File: src/rtl/picw_pkg.sv
package picw_pkg;

   // Word decode fields of the first initialization word
   localparam int unsigned IW1_INIT_BIT = 4;
   localparam int unsigned IW1_LEVEL_TRIGGER_BIT_BIT = 3;
   localparam int unsigned IW1_ADI_BIT = 2;
   localparam int unsigned IW1_SINGLE_DEVICE_BIT_BIT = 1;
   localparam int unsigned IW1_IC4_BIT = 0;

   // Fourth word fields
   localparam int unsigned IW4_SPECIAL_NESTING_BIT_BIT = 4;
   localparam int unsigned IW4_BUF_BIT = 3;
   localparam int unsigned IW4_MS_BIT = 2;
   localparam int unsigned IW4_AUTO_END_BIT_BIT = 1;
   localparam int unsigned IW4_UPM_BIT = 0;

   // Operation word fields
   localparam int unsigned OW_SEL_BIT = 3;
   localparam int unsigned OW2_R_BIT = 7;
   localparam int unsigned OW2_SL_BIT = 6;
   localparam int unsigned OW2_EOI_BIT = 5;
   localparam int unsigned OW3_SPECIAL_MASK_ENABLE_BIT = 6;
   localparam int unsigned OW3_SMM_BIT = 5;
   localparam int unsigned OW3_POLL_BIT = 2;
   localparam int unsigned OW3_RR_BIT = 1;
   localparam int unsigned OW3_RIS_BIT = 0;

   // Reset values and the call opcode
   localparam logic [7:0] MASK_RST = 8'h00;
   localparam logic [2:0] SLAVE_ID_RST = 3'h7;
   localparam logic [2:0] LOWEST_RST = 3'h7;
   localparam logic [7:0] CALL_CODE = 8'hCD;

   // Command decode of rotate, select-level, end bits
   typedef enum logic [2:0] {
      PICW_CMD_ROT_AUTO_END_BIT_CLR = 3'h0,
      PICW_CMD_NS_EOI = 3'h1,
      PICW_CMD_NOP = 3'h2,
      PICW_CMD_SP_EOI = 3'h3,
      PICW_CMD_ROT_AUTO_END_BIT_SET = 3'h4,
      PICW_CMD_ROT_NS_EOI = 3'h5,
      PICW_CMD_SET_PRIO = 3'h6,
      PICW_CMD_ROT_SP_EOI = 3'h7
   } picw_cmd_t;

   // Host bus write/read strobe group
   typedef struct packed {
      logic wr;
      logic rd;
      logic a0;
      logic [7:0] data;
   } picw_bus_t;

   // Configuration that the command words produce
   typedef struct packed {
      logic level_trig;
      logic adi4;
      logic single;
      logic ic4;
      logic [7:0] base_lo;
      logic [7:0] base_hi;
      logic [7:0] slave_map;
      logic [2:0] slave_id;
      logic special_nesting_bit;
      logic buffered;
      logic master;
      logic auto_end_bit;
      logic mode86;
      logic [7:0] mask;
      logic special_mask_bit;
      logic read_isr;
      logic rot_auto_end_bit;
      logic [2:0] lowest;
   } picw_cfg_t;

   // Pulse command produced by the second and third operation words
   typedef struct packed {
      logic valid;
      picw_cmd_t code;
      logic [2:0] level;
      logic poll;
   } picw_op_t;

endpackage

File: src/rtl/picw_prog.sv
`timescale 1ns/10ps
module picw_prog (
   input wire logic i_clk,
   input wire logic i_srst,
   input wire logic i_wr_n,
   input wire logic i_rd_n,
   input wire logic i_cs_n,
   input wire logic i_a0,
   input wire logic [7:0] i_data,
   input wire logic [7:0] i_req,
   input wire logic [7:0] i_in_service,
   input wire logic [2:0] i_cas,
   input wire logic i_slave_program_buffer_enable_pin,
   input wire logic i_vec_sel,
   input wire logic [2:0] i_vec_level,
   output logic [7:0] o_rdata,
   output logic [7:0] o_vec_byte,
   output logic [7:0] o_pending,
   output logic o_init_done,
   output logic o_level_trig,
   output logic o_special_nest,
   output logic o_auto_eoi,
   output logic o_mode86,
   output logic o_master,
   output logic o_slave_program_buffer_enable_oe,
   output logic o_smm,
   output logic o_rot_auto_end_bit,
   output logic [2:0] o_lowest,
   output logic [7:0] o_mask,
   output logic [7:0] o_slave_map,
   output logic o_vec_drive,
   output picw_pkg::picw_op_t o_op
);
   typedef enum {
      PICW_IDLE,
      PICW_WAIT_IW2,
      PICW_WAIT_IW3,
      PICW_WAIT_IW4,
      PICW_READY
   } picw_state_t;

   typedef struct packed {
      picw_state_t state;
      picw_pkg::picw_cfg_t cfg;
      picw_pkg::picw_bus_t bus;
      logic wr_prev;
      logic rd_prev;
      logic rearm;
      picw_pkg::picw_op_t op;
      logic [7:0] rdata;
      logic [7:0] vec_byte;
      logic vec_drive;
      logic [7:0] pending;
      logic init_done;
      logic master_out;
   } picw_prog_st_t;

   picw_prog_st_t st_q;
   picw_prog_st_t st_d;

   logic [7:0] req_s;
   logic [11:0] bus_s;
   logic [2:0] cas_s;
   logic sp_s;
   logic [7:0] pend_w;
   logic wr_rise;
   logic rd_fall;
   logic [7:0] dwr;
   logic is_master;

   // Host strobes and request pins cross in through two flops
   picw_sync #(.W(12)) u_bus_sync (
      .i_clk(i_clk),
      .i_srst(i_srst),
      .i_async({~i_wr_n & ~i_cs_n, ~i_rd_n & ~i_cs_n, i_a0, i_data,
                1'b0}),
      .o_sync(bus_s)
   );

   picw_sync #(.W(12)) u_pin_sync (
      .i_clk(i_clk),
      .i_srst(i_srst),
      .i_async({i_req, i_cas, i_slave_program_buffer_enable_pin}),
      .o_sync({req_s, cas_s, sp_s})
   );

   // One sense cell per request channel
   genvar g;
   generate
      for (g = 0; g < 8; g++) begin : g_edge
         picw_edge u_edge (
            .i_clk(i_clk),
            .i_srst(i_srst),
            .i_req(req_s[g]),
            .i_level_mode(st_q.cfg.level_trig),
            .i_rearm(st_q.rearm),
            .i_clear(i_in_service[g]),
            .o_pending(pend_w[g])
         );
      end
   endgenerate

   // The write is taken at the end of the strobe, when data is settled
   assign wr_rise = st_q.wr_prev & ~bus_s[11];
   assign rd_fall = ~st_q.rd_prev & bus_s[10];
   assign dwr = st_q.bus.data;

   // Without buffered mode the strap pin decides master or slave
   assign is_master = st_q.cfg.buffered ? st_q.cfg.master : sp_s;

   always_comb begin
      st_d = st_q;
      st_d.wr_prev = bus_s[11];
      st_d.rd_prev = bus_s[10];
      st_d.rearm = 1'b0;
      st_d.op = '0;
      st_d.pending = pend_w;
      // Latch address and data while the strobe is active
      if (bus_s[11]) begin
         st_d.bus.a0 = bus_s[9];
         st_d.bus.data = bus_s[8:1];
      end
      if (wr_rise) begin
         if (!st_q.bus.a0 && dwr[picw_pkg::IW1_INIT_BIT]) begin
            // Restart from any state
            st_d.state = PICW_WAIT_IW2;
            st_d.rearm = 1'b1;
            st_d.cfg.mask = picw_pkg::MASK_RST;
            st_d.cfg.lowest = picw_pkg::LOWEST_RST;
            st_d.cfg.slave_id = picw_pkg::SLAVE_ID_RST;
            st_d.cfg.special_mask_bit = 1'b0;
            st_d.cfg.read_isr = 1'b0;
            st_d.cfg.rot_auto_end_bit = 1'b0;
            st_d.cfg.level_trig = dwr[picw_pkg::IW1_LEVEL_TRIGGER_BIT_BIT];
            st_d.cfg.adi4 = dwr[picw_pkg::IW1_ADI_BIT];
            st_d.cfg.single = dwr[picw_pkg::IW1_SINGLE_DEVICE_BIT_BIT];
            st_d.cfg.ic4 = dwr[picw_pkg::IW1_IC4_BIT];
            // Call-address bits A7..A5 share the word
            st_d.cfg.base_lo = {dwr[7:5], 5'h00};
            if (!dwr[picw_pkg::IW1_IC4_BIT]) begin
               st_d.cfg.special_nesting_bit = 1'b0;
               st_d.cfg.buffered = 1'b0;
               st_d.cfg.master = 1'b0;
               st_d.cfg.auto_end_bit = 1'b0;
               st_d.cfg.mode86 = 1'b0;
            end
         end else if (st_q.bus.a0) begin
            case (st_q.state)
               PICW_WAIT_IW2: begin
                  st_d.cfg.base_hi = dwr;
                  if (!st_q.cfg.single) begin
                     st_d.state = PICW_WAIT_IW3;
                  end else if (st_q.cfg.ic4) begin
                     st_d.state = PICW_WAIT_IW4;
                  end else begin
                     st_d.state = PICW_READY;
                  end
               end
               PICW_WAIT_IW3: begin
                  st_d.cfg.slave_map = dwr;
                  st_d.cfg.slave_id = dwr[2:0];
                  st_d.state = st_q.cfg.ic4 ? PICW_WAIT_IW4 : PICW_READY;
               end
               PICW_WAIT_IW4: begin
                  st_d.cfg.special_nesting_bit = dwr[picw_pkg::IW4_SPECIAL_NESTING_BIT_BIT];
                  st_d.cfg.buffered = dwr[picw_pkg::IW4_BUF_BIT];
                  st_d.cfg.master = dwr[picw_pkg::IW4_MS_BIT];
                  st_d.cfg.auto_end_bit = dwr[picw_pkg::IW4_AUTO_END_BIT_BIT];
                  st_d.cfg.mode86 = dwr[picw_pkg::IW4_UPM_BIT];
                  st_d.state = PICW_READY;
               end
               PICW_READY: begin
                  st_d.cfg.mask = dwr;
               end
               default: begin
                  // Select-high write before any init word is dropped
                  st_d.state = st_q.state;
               end
            endcase
         end else if (st_q.state == PICW_READY) begin
            if (!dwr[picw_pkg::OW_SEL_BIT]) begin
               // Second operation word: one-cycle command pulse
               st_d.op.valid = 1'b1;
               st_d.op.code = picw_pkg::picw_cmd_t'(dwr[7:5]);
               st_d.op.level = dwr[2:0];
               case (picw_pkg::picw_cmd_t'(dwr[7:5]))
                  picw_pkg::PICW_CMD_ROT_AUTO_END_BIT_SET: begin
                     st_d.cfg.rot_auto_end_bit = 1'b1;
                  end
                  picw_pkg::PICW_CMD_ROT_AUTO_END_BIT_CLR: begin
                     st_d.cfg.rot_auto_end_bit = 1'b0;
                  end
                  picw_pkg::PICW_CMD_SET_PRIO,
                  picw_pkg::PICW_CMD_ROT_SP_EOI: begin
                     st_d.cfg.lowest = dwr[2:0];
                  end
                  default: begin
                     st_d.cfg.rot_auto_end_bit = st_q.cfg.rot_auto_end_bit;
                  end
               endcase
            end else begin
               // Third operation word
               if (dwr[picw_pkg::OW3_SPECIAL_MASK_ENABLE_BIT]) begin
                  st_d.cfg.special_mask_bit = dwr[picw_pkg::OW3_SMM_BIT];
               end
               if (dwr[picw_pkg::OW3_RR_BIT]) begin
                  st_d.cfg.read_isr = dwr[picw_pkg::OW3_RIS_BIT];
               end
               st_d.op.poll = dwr[picw_pkg::OW3_POLL_BIT];
               st_d.op.valid = dwr[picw_pkg::OW3_POLL_BIT];
               st_d.op.code = picw_pkg::PICW_CMD_NOP;
            end
         end
      end
      // Status read source latched at the start of the read strobe
      if (rd_fall) begin
         if (bus_s[9]) begin
            st_d.rdata = st_q.cfg.mask;
         end else if (st_q.cfg.read_isr) begin
            st_d.rdata = i_in_service;
         end else begin
            st_d.rdata = st_q.pending;
         end
      end
      // Vector byte for the selected level
      if (st_q.cfg.mode86) begin
         st_d.vec_byte = {st_q.cfg.base_hi[7:3], i_vec_level};
      end else if (!i_vec_sel) begin
         st_d.vec_byte = picw_pkg::CALL_CODE;
      end else if (st_q.cfg.adi4) begin
         st_d.vec_byte = {st_q.cfg.base_lo[7:5], i_vec_level,
                          2'h0};
      end else begin
         st_d.vec_byte = {st_q.cfg.base_lo[7:6], i_vec_level,
                          3'h0};
      end
      // Single device always drives; master only for unslaved levels; slave on identity match
      if (st_q.cfg.single) begin
         st_d.vec_drive = 1'b1;
      end else if (is_master) begin
         st_d.vec_drive = ~st_q.cfg.slave_map[i_vec_level];
      end else begin
         st_d.vec_drive = (cas_s == st_q.cfg.slave_id);
      end
      // Status levels registered so each output leaves a flop directly
      st_d.init_done = (st_d.state == PICW_READY);
      st_d.master_out = st_d.cfg.master & st_d.cfg.buffered;
   end

   always_ff @(posedge i_clk) begin
      if (i_srst) begin
         st_q <= '0;
         st_q.state <= PICW_IDLE;
         st_q.cfg.slave_id <= picw_pkg::SLAVE_ID_RST;
         st_q.cfg.lowest <= picw_pkg::LOWEST_RST;
      end else begin
         st_q <= st_d;
      end
   end

   // All outputs come straight from state flops
   assign o_rdata = st_q.rdata;
   assign o_vec_byte = st_q.vec_byte;
   assign o_pending = st_q.pending;
   assign o_init_done = st_q.init_done;
   assign o_level_trig = st_q.cfg.level_trig;
   assign o_special_nest = st_q.cfg.special_nesting_bit;
   assign o_auto_eoi = st_q.cfg.auto_end_bit;
   assign o_mode86 = st_q.cfg.mode86;
   assign o_master = st_q.master_out;
   assign o_slave_program_buffer_enable_oe = st_q.cfg.buffered;
   assign o_smm = st_q.cfg.special_mask_bit;
   assign o_rot_auto_end_bit = st_q.cfg.rot_auto_end_bit;
   assign o_lowest = st_q.cfg.lowest;
   assign o_mask = st_q.cfg.mask;
   assign o_slave_map = st_q.cfg.slave_map;
   assign o_vec_drive = st_q.vec_drive;
   assign o_op = st_q.op;
endmodule

File: src/rtl/picw_sync.sv
`timescale 1ns/10ps
// Two-flop synchroniser for pin inputs
module picw_sync #(
   parameter int unsigned W = 1
) (
   input wire logic i_clk,
   input wire logic i_srst,
   input wire logic [W-1:0] i_async,
   output logic [W-1:0] o_sync
);
   typedef struct packed {
      logic [W-1:0] s1;
      logic [W-1:0] s2;
   } picw_sync_st_t;

   picw_sync_st_t st_q;
   picw_sync_st_t st_d;

   // First stage feeds only the second
   always_comb begin
      st_d = st_q;
      st_d.s1 = i_async;
      st_d.s2 = st_q.s1;
   end

   always_ff @(posedge i_clk) begin
      if (i_srst) begin
         st_q <= '0;
      end else begin
         st_q <= st_d;
      end
   end

   assign o_sync = st_q.s2;
endmodule

File: src/rtl/picw_edge.sv
`timescale 1ns/10ps
// Per-channel request sense: edge latch or level
module picw_edge (
   input wire logic i_clk,
   input wire logic i_srst,
   input wire logic i_req,
   input wire logic i_level_mode,
   input wire logic i_rearm,
   input wire logic i_clear,
   output logic o_pending
);
   typedef struct packed {
      logic armed;
      logic latched;
   } picw_edge_st_t;

   picw_edge_st_t st_q;
   picw_edge_st_t st_d;

   // Armed goes high only after the input is seen low; rearm forces a
   // fresh low-to-high transition
   always_comb begin
      st_d = st_q;
      if (!i_req) begin
         st_d.armed = 1'b1;
      end
      if (i_req && st_q.armed) begin
         st_d.latched = 1'b1;
         st_d.armed = 1'b0;
      end else if (i_clear) begin
         st_d.latched = 1'b0;
      end
      if (i_rearm) begin
         st_d.armed = 1'b0;
         st_d.latched = 1'b0;
      end
   end

   always_ff @(posedge i_clk) begin
      if (i_srst) begin
         st_q <= '0;
      end else begin
         st_q <= st_d;
      end
   end

   // Level mode bypasses the edge latch entirely
   assign o_pending = i_level_mode ? i_req : st_q.latched;
endmodule

File: config.mk
export PLATFORM = sky130hd
export DESIGN_NAME = picw_prog
export DESIGN_NICKNAME = d
export VERILOG_FILES = /design/src/rtl/picw_pkg.sv /design/src/rtl/picw_prog.sv /design/src/rtl/picw_sync.sv /design/src/rtl/picw_edge.sv
export SDC_FILE = /design/constraint.sdc
export NUM_CORES = 1
export LEC_CHECK = 0
export BUFFER_PORTS_ARGS = -buffer_cell sky130_fd_sc_hd__buf_2
export CAP_MARGIN = 20
export CELL_PAD_IN_SITES_DETAIL_PLACEMENT = 0
export CELL_PAD_IN_SITES_GLOBAL_PLACEMENT = 1
export CORE_MARGIN = 10
export CORE_UTILIZATION = 49
export CTS_BUF_LIST = sky130_fd_sc_hd__clkbuf_2 sky130_fd_sc_hd__clkbuf_4 sky130_fd_sc_hd__clkbuf_8
export DETAILED_ROUTE_END_ITERATION = 7
export PLACE_DENSITY_LB_ADDON = 0.08
export SYNTH_ARGS = -nofsm -noshare
export SYNTH_HDL_FRONTEND = slang
export SYNTH_SLANG_ARGS = --single-unit
File: constraint.sdc
create_clock -name i_clk -period 3.7 [get_ports i_clk]
set_input_delay 1.11 -clock i_clk [delete_from_list [all_inputs] [get_ports i_clk]]
set_output_delay 1.11 -clock i_clk [all_outputs]
set_load 0.05 [all_outputs]
==> flow_summary.ini, run 1 <==
[status]
status = finished clean

[setup_path]
worstSetupPathType = reg2out
crit_chain = buf_2
max_stage_delay_ns = 0.73
cp.required_ns = 2.59
path_buf_inv = 1
critPathLaunchType = flip-flop
crit_path_end_kind = primary output
cp_top_family = flip-flops
cp_slowest_cell = dfxtp_1
arrival_ns = 1.57
path_max_fanout = 10

[synth]
synth-seq-area-share_pct = 53.0
synth_common_cells = dfxtp_1, nand2_1, nor2_1
synth_top_area_cell = dfxtp_1
synth_top_area_share_pct = 53.0
synth-seq-cells = 183
synthTopCellsByArea = dfxtp_1, mux2i_1, buf_4
synth.most_common_cell = dfxtp_1
synth_cell_types = 47
synthesis.nets = 745
synth_edf_count = 0
syn_inst = 707
synth_flop_cell = dfxtp_1
syn_area_sq_mm = 0.00692
yosysWarnings = 0
postSynth.asyncResetShare_pct = 0
synth_area_per_cell_sq_um = 9.78

[grt]
grt_max_degree = 73
grt_pass1_vias = 4635
grtUsageTotal_pct = 15.0
antenna_found_initial = 0
grt.overflow.total = 0
grt_first_pass_wirelength_um = 23800

[place]
dpl_cell_area_sq_mm = 0.00712
routabilityCongestion = 0.863
dp_hpwl_um = 10400
place.port_buffers = 98
placed_cells = 896

[routing]
ant_nets = 0
num_vias = 4611
drc = 0
first_pass_iters = 4
vias_per_cell = 4.97
drt-total-wl_um = 14600
drtIter0Drc = 185
wl_per_cell_um = 15.7

[finish]
area_growth_syn_to_layout_pct = 9.08
finalNetCount = 773
final_area_sq_mm = 0.00754
layout-drive-gt1-share_pct = 20.5
antenna_cells = 0
fin_util_pct = 54.4
final_cells = 928

[cts]
cts_tree = done
clock_sinks = 183
cts_made_buffers = 17
htree_levels = 4
cts_resized = 0
post_cts_buffers = 0
cts_buffer_depth = 2
clock_latency_ns = 0.45
path_clk_slew_ns = 0.09
cts_root_buffer = clkbuf_8
holdBufCountCts = 0

[power]
cellPowerDensity_mw_per_mm2 = 469
ir_drop_mv = 0.230
p_leak_nw = 2.96

[sta]
max_freq_ghz = 0.373
finalSetupViolations = 0
rsz0062_at_grt = false
worstMarginPinSlew_ns = 0.738
period_share_pct = 72.5
hold_viol = 0
setup-tns-final_ns = 0
finClkSkew_ns = 0.00971
fin_crit_ns = 2.68
slew_headroom_pct = 50.4
finalMaxSlewViolations = 0

[floorplanning]
io_pins = 99
core-area_sq_mm = 0.0139
dieArea_sq_mm = 0.0193
start_util_pct = 49.8
fp-row-count = 43
die_x_um = 139
die_y_um = 139

[job]
timing.max_cap.violations = 0

[worst_hold_path]
hold_path_class = reg2reg
placed cells by master (no fill, tap or decap), drive strengths merged, types with 2 or more instances in the layout:
| cell type | synthesis | routed |
|---|---|---|
| nor3 | 13 | 13 |
| and3 | 4 | 4 |
| inv | 13 | 14 |
| clkbuf | 37 | 21 |
| or4 | 2 | 2 |
| xor2 | 3 | 3 |
| nor2b | 52 | 52 |
| o2111ai | 2 | 2 |
| clkinv | 0 | 3 |
| or3 | 2 | 2 |
| bufinv | 0 | 3 |
| o22ai | 2 | 2 |
| o211ai | 4 | 4 |
| mux4 | 2 | 2 |
| o31ai | 3 | 3 |
| a21oi | 40 | 40 |
| o21ai | 15 | 15 |
| clkinvlp | 0 | 4 |
| a2bb2oi | 3 | 3 |
| nand4 | 5 | 5 |
| dfxtp | 183 | 183 |
| and2 | 37 | 37 |
| nand3 | 8 | 8 |
| nand2 | 65 | 65 |
| mux2 | 2 | 2 |
| a221oi | 4 | 4 |
| nor4 | 11 | 11 |
| a22oi | 3 | 3 |
| nor4b | 2 | 2 |
| nor2 | 64 | 64 |
| nand2b | 11 | 11 |
| buf | 56 | 102 |
| and4 | 3 | 3 |
| mux2i | 45 | 45 |
| a21boi | 3 | 3 |
registers in the layout, indices dropped and copies added, names as in the netlist, 11 cells and up:
| name | count |
|---|---|
| u_bus_sync.o_sync | 11 |
| u_pin_sync.st_d | 12 |
| g_edge.u_edge.st_q | 16 |
| st_q | 52 |
| u_bus_sync.st_d | 11 |
| u_pin_sync.o_sync | 12 |
where the power goes:
group          switching [mW]  internal [mW]  leakage [nW]
logic                  0.0748         0.0458          1.27
clock network           0.672          0.719         0.205
registers              0.0187           2.00          1.49
worst paths after layout:
kind                                          from                               endpoint  slack (ns)  cells past startpoint
min reg2reg  g_edge[6].u_edge.st_q[1]$_SDFFE_PP0N_  g_edge[6].u_edge.st_q[0]$_SDFFE_PP0P_        0.44                      2
min          g_edge[6].u_edge.st_q[1]$_SDFFE_PP0N_  g_edge[6].u_edge.st_q[0]$_SDFFE_PP0P_        0.44                      2
max                      o_level_trig$_SDFFE_PP0P_                           o_level_trig        1.02                      1
max reg2reg       u_bus_sync.o_sync[11]$_SDFF_PP0_                   st_q[117]$_SDFF_PP0_        1.23                      7
final cells by class:
class,instances,area [sq um]
clock buffers,21,277
well taps,180,225
fillers,1298,6340
repair buffers,102,523
clock inverters,11,148
multi-input cells,418,2660
flip-flops and latches,183,3660
inverters,13,48.8
metrics by stage:
step / hold WS [ns] / power (mW) / worst slack (ns)
after global placement: 0.419 / 2.19 / 1.15
after floorplan: 0.413 / 2.15 / 1.37
final: 0.439 / 3.54 / 1.02
after global routing: 0.457 / 3.67 / 0.934
after CTS: 0.442 / 3.58 / 0.970
after detailed placement: 0.425 / 2.19 / 1.10
logic make-up after synthesis:
family / after synthesis / synth area share, %
xor+xnor: 3 / 0.380
mux: 49 / 7.49
compound gates: 84 / 7.40
simple gates: 282 / 23.2
buf+inv: 106 / 8.57
flops: 183 / 53.0
metal layers:
metal	vias to the layer above	track usage [%]	wire [um]
li1	2358	-	-
met1	2104	20.0	7040
met2	131	22.3	6380
met3	18	4.18	896
met4	0	6.04	298
met5	-	0	0
No activity file was read; power rests on OpenSTA's default activity.
==> run 2, diff against run 1 <==
CORE_UTILIZATION = 41   (was 49)
clock period = 2.2 ns   (was 3.7 ns; I/O delays follow)
==> flow_summary.ini, run 2 (synthesis gave the netlist of run 1 again) <==
[routing]
vias_per_cell = 4.71
num_vias = 4640
wl_per_cell_um = 15.9
drtIter0Drc = 229
drc = 0
first_pass_iters = 4
drt-total-wl_um = 15700
ant_nets = 0

[floorplanning]
fp-row-count = 47
io_pins = 99
die_y_um = 150
dieArea_sq_mm = 0.0225
die_x_um = 150
core-area_sq_mm = 0.0166
start_util_pct = 41.7

[finish]
final_cell_mix = dfxtp_1, buf_2, nand2_1
final_cells = 986
largest_register_ffs = 52
largest-register = st_q
finalNetCount = 791
reg_top3 = st_q x52, g_edge.u_edge.st_q x16
antenna_cells = 0
fillers = 1653
layout-drive-gt1-share_pct = 22.6
area_growth_syn_to_layout_pct = 11.9
final_common_cell = dfxtp_1
fin_util_pct = 46.7

[sta]
fin_crit_ns = 2.06
period_share_pct = 93.6
finalSetupViolations = 0
hold_viol = 0
fin_hold_ws_ns = 0.344
rsz0062_at_grt = false
finClkSkew_ns = 0.0104
slew_headroom_pct = 56.0
worstMarginPinSlew_ns = 0.659
max_freq_ghz = 0.486
finalMaxSlewViolations = 0
setup-tns-final_ns = 0

[setup_path]
path_max_fanout = 10
endpoint = o_special_nest$_SDFFE_PP0P_
cp_slowest_cell = nor4_4
critPathLaunchType = flip-flop
cpMostUsedCell = nor4_4
max_stage_delay_ns = 0.47
crit_chain = nor4_4 -> nand4_4 -> nor4_4 -> buf_4 -> mux2i_1 -> a211oi_2
reg2regPathDepth = 6
critPathLaunch = st_q[123]$_SDFF_PP0_
crit_path_end_kind = flip-flop
cp.required_ns = 2.54
reg2reg_setup_slack_ns = 0.14
r2r_start = st_q[123]$_SDFF_PP0_
arrival_ns = 2.40
r2r_end = o_special_nest$_SDFFE_PP0P_
worstSetupPathType = reg2reg

[place]
placed_cells = 954
place.port_buffers = 98
routabilityCongestion = 0.830
dp_hpwl_um = 11500

[grt]
grtUsageTotal_pct = 14.2
antenna_found_initial = 0
grt_pass1_vias = 4683
grt_first_pass_wirelength_um = 25000
grt_max_degree = 88
grt.overflow.total = 0

[cts]
path_clk_slew_ns = 0.10
post_cts_buffers = 0
cts_made_buffers = 17
cts_root_buffer = clkbuf_8
holdBufCountCts = 0
clock_sinks = 183
clock_latency_ns = 0.45
htree_levels = 4
cts_tree = done
cts_buffer_depth = 2

[power]
ir_drop_mv = 0.343
p_leak_nw = 3.07
cellPowerDensity_mw_per_mm2 = 765

[worst_hold_path]
holdCritStartpoint = i_wr_n
hold-path-cell-count = 2
hold_path_class = in2reg

[job]
timing.max_cap.violations = 0

[status]
status = finished clean
run 2: cell count changes in the layout (fill, tap and decap cells not counted), sizes merged:
cell	change
clkinv	+2
buf	+18
clkbuf	-4
inv	+8
clkinvlp	-4
bufinv	-2
run 2: report_power, final:
| group | internal, mW | switching, mW | leakage (nW) |
|---|---|---|---|
| Clock | 0.968 | 1.33 | 0.211 |
| Combinational | 0.0849 | 0.137 | 1.37 |
| Sequential | 3.37 | 0.0251 | 1.49 |
run 2: stage by stage:
stage | cell area [sq um] | total power [mW] | setup slack, ns
3_5_place_dp | 7320 | 3.70 | 0.0523
3_3_place_gp | 7320 | 3.70 | 0.0313
5_1_grt | 7740 | 6.17 | 0.0380
2_1_floorplan | 6920 | 3.62 | 0.317
4_1_cts | 7730 | 6.00 | 0.155
6_report | 7740 | 5.92 | 0.141
run 2: layout make-up:
cell class	count	area [sq um]	share of cell area, %
Clock buffer	17	234	3.02
Clock inverter	15	176	2.28
Inverter	13	48.8	0.631
Multi-Input combinational cell	418	2670	34.5
Sequential cell	183	3660	47.3
Tap cell	220	275	3.56
Timing Repair Buffer	120	671	8.67
run 2: critical path: cells and delay by family (launching register included):
family                 cells  cell delay, ns
buffers and inverters      1            0.21
DFF                        1            0.35
AOI/OAI and AO/OA          1            0.06
muxes                      1            0.23
and+or+nand+nor            3            1.09
run 2: repair_timing:
| item | CTS | global route |
|---|---|---|
| setup endpoints to repair | 0 | 29 |
| resized for setup | 0 | 2 |
| hold endpoints to repair | 0 | 0 |
run 2: per-layer routing:
metal	GRT usage, %	share of wire, %	vias up
met5	0	0	-
met4	4.66	1.1	0
met3	4.08	5.6	13
met2	22.6	46	97
met1	18.0	47	2133
li1	-	-	2397
run 2: worst min-delay path by stage:
stage	to	slack [ns]
after floorplan	g_edge[0].u_edge.st_q[1]$_SDFFE_PP0N_	0.41
after global placement	u_bus_sync.o_sync[9]$_SDFF_PP0_	0.42
after detailed placement	u_pin_sync.o_sync[5]$_SDFF_PP0_	0.42
after CTS	u_bus_sync.st_d[11]$_SDFF_PP0_	0.31
final	u_bus_sync.st_d[11]$_SDFF_PP0_	0.34
after global routing	u_bus_sync.st_d[11]$_SDFF_PP0_	0.31
==> run 3, diff against run 2 <==
ABC_AREA = 1   (was unset)
CORE_UTILIZATION = 40   (was 41)
==> flow_summary.ini, run 3 <==
[setup_path]
path_buf_inv = 1
worstSetupPathType = reg2out
reg2regPathDepth = 12
cp.required_ns = 1.54
path_max_fanout = 7
crit_chain = buf_2
critPathLaunchType = flip-flop
arrival_ns = 1.26
cp_num_cells = 1
cp_top_family = flip-flops
cp_slowest_cell = dfxtp_1
crit_path_end_kind = primary output
max_stage_delay_ns = 0.48

[synth]
synth-seq-cells = 183
synth_cell_types = 43
synthesis.nets = 933
synth-seq-area-share_pct = 50.6
yosysWarnings = 0
synth_common_cells = dfxtp_1, nor2_1, nand2_1
postSynth.asyncResetShare_pct = 0
syn_area_sq_mm = 0.00724
synthTopCellsByArea = dfxtp_1, nor2_1, nand2_1
synth.most_common_cell = dfxtp_1
synth_top_area_share_pct = 50.6
synth_top_area_cell = dfxtp_1
synth_flop_cell = dfxtp_1
syn_inst = 895
synth_edf_count = 0
synth_area_per_cell_sq_um = 8.09

[sta]
finClkSkew_ns = 0.0154
fin_hold_ws_ns = 0.337
worstMarginPinSlew_ns = 0.561
max_freq_ghz = 0.521
finalMaxSlewViolations = 0
finalSetupViolations = 0
period_share_pct = 87.3
rsz0062_at_grt = false
fin_crit_ns = 1.92
hold_viol = 0
setup-tns-final_ns = 0
slew_headroom_pct = 62.5

[finish]
finalNetCount = 981
fin_util_pct = 44.9
largest-register = st_q
area_growth_syn_to_layout_pct = 11.1
final_common_cell = dfxtp_1
largest_register_ffs = 52
antenna_cells = 0
layout-drive-gt1-share_pct = 23.1
final_cell_mix = dfxtp_1, nor2_1, nand2_1
fillers = 1852
reg_top3 = st_q x52, g_edge.u_edge.st_q x16

[floorplanning]
die_y_um = 155
dieArea_sq_mm = 0.0239
die_x_um = 155
start_util_pct = 40.4
fp-row-count = 49
core-area_sq_mm = 0.0179
io_pins = 99

[power]
fin_total_pwr_mw = 6.04
p_leak_nw = 3.51
ir_drop_mv = 0.362
cellPowerDensity_mw_per_mm2 = 751

[cts]
cts_buffer_depth = 2
clock_sinks = 183
holdBufCountCts = 0
htree_levels = 4
post_cts_buffers = 0
cts_root_buffer = clkbuf_8
path_clk_slew_ns = 0.10
cts_made_buffers = 17
clock_latency_ns = 0.46
cts_resized = 0
cts_tree = done

[place]
routabilityCongestion = 0.862
place.port_buffers = 98
dp_hpwl_um = 13400

[routing]
first_pass_iters = 5
drtIter0Drc = 264
drc = 0
drt-total-wl_um = 17800
ant_nets = 0
vias_per_cell = 4.71
num_vias = 5585
wl_per_cell_um = 15.1

[status]
status = finished clean

[grt]
grt_max_degree = 51
antenna_found_initial = 0
grt_first_pass_wirelength_um = 28700
grtUsageTotal_pct = 14.8
grt_pass1_vias = 5490
grt.overflow.total = 0

[job]
timing.max_cap.violations = 0

[worst_hold_path]
hold-path-cell-count = 2
hold_path_class = in2reg
-- run 3: cell types whose count changed in the layout (fill, tap and decap cells not counted), sizes merged, moves of 10 or more --
cell    change
nor3       +14
nor2       +86
nand3      +10
a21oi      +23
mux2i      -44
inv       +102
o21ai      +44
and2       -37
o22ai      +13
nor2b      -52
nand2      +61
nand2b     -11
-- run 3: area by class of cell --
class	instances	area, sq um	share of cell area (%)
flip-flops and latches	183	3660	45.6
multi-input cells	508	2590	32.2
repair buffers	115	646	8.03
inverters	118	443	5.51
well taps	229	287	3.56
clock buffers	21	283	3.52
clock inverters	11	129	1.60
-- run 3: stage by stage --
| step | std cells | setup slack (ns) | instance area, sq um |
|---|---|---|---|
| after global routing | 1185 | 0.119 | 8040 |
| after floorplan | 895 | 0.522 | 7240 |
| after detailed placement | 1153 | 0.271 | 7630 |
| final | 1185 | 0.280 | 8040 |
| after global placement | 1153 | 0.276 | 7630 |
| after CTS | 1185 | 0.252 | 8040 |
-- run 3: cells by family after synthesis --
| family | after synthesis | share of synthesized area (%) |
|---|---|---|
| compound gates | 168 | 13.3 |
| xor+xnor | 3 | 0.363 |
| buf+inv | 204 | 13.6 |
| flops | 183 | 50.6 |
| mux | 1 | 0.138 |
| simple gates | 336 | 22.0 |
-- run 3: layer usage --
metal  global-route usage (%)  wire length [um]  up-vias
met3                     3.63               872       17
met5                        0                 0        -
met4                     4.72               202        0
met2                     24.0              8210      125
met1                     19.0              8550     2541
li1                         -                 -     2902
-- run 3: worst paths after layout --
check,start,end,slack [ns]
max reg2reg,st_q[119]$_SDFF_PP0_,o_master$_SDFF_PP0_,0.29
max,o_mode86$_SDFFE_PP0P_,o_mode86,0.28
min reg2reg,u_bus_sync.st_d[3]$_SDFF_PP0_,u_bus_sync.o_sync[3]$_SDFF_PP0_,0.40
min,i_wr_n,u_bus_sync.st_d[11]$_SDFF_PP0_,0.34
-- run 3: where the power goes --
group          total, mW  internal [mW]  leakage (nW)  switching, mW
registers           3.42           3.38          1.49         0.0348
logic              0.308         0.0938          1.81          0.214
clock network       2.31           1.04         0.208           1.27
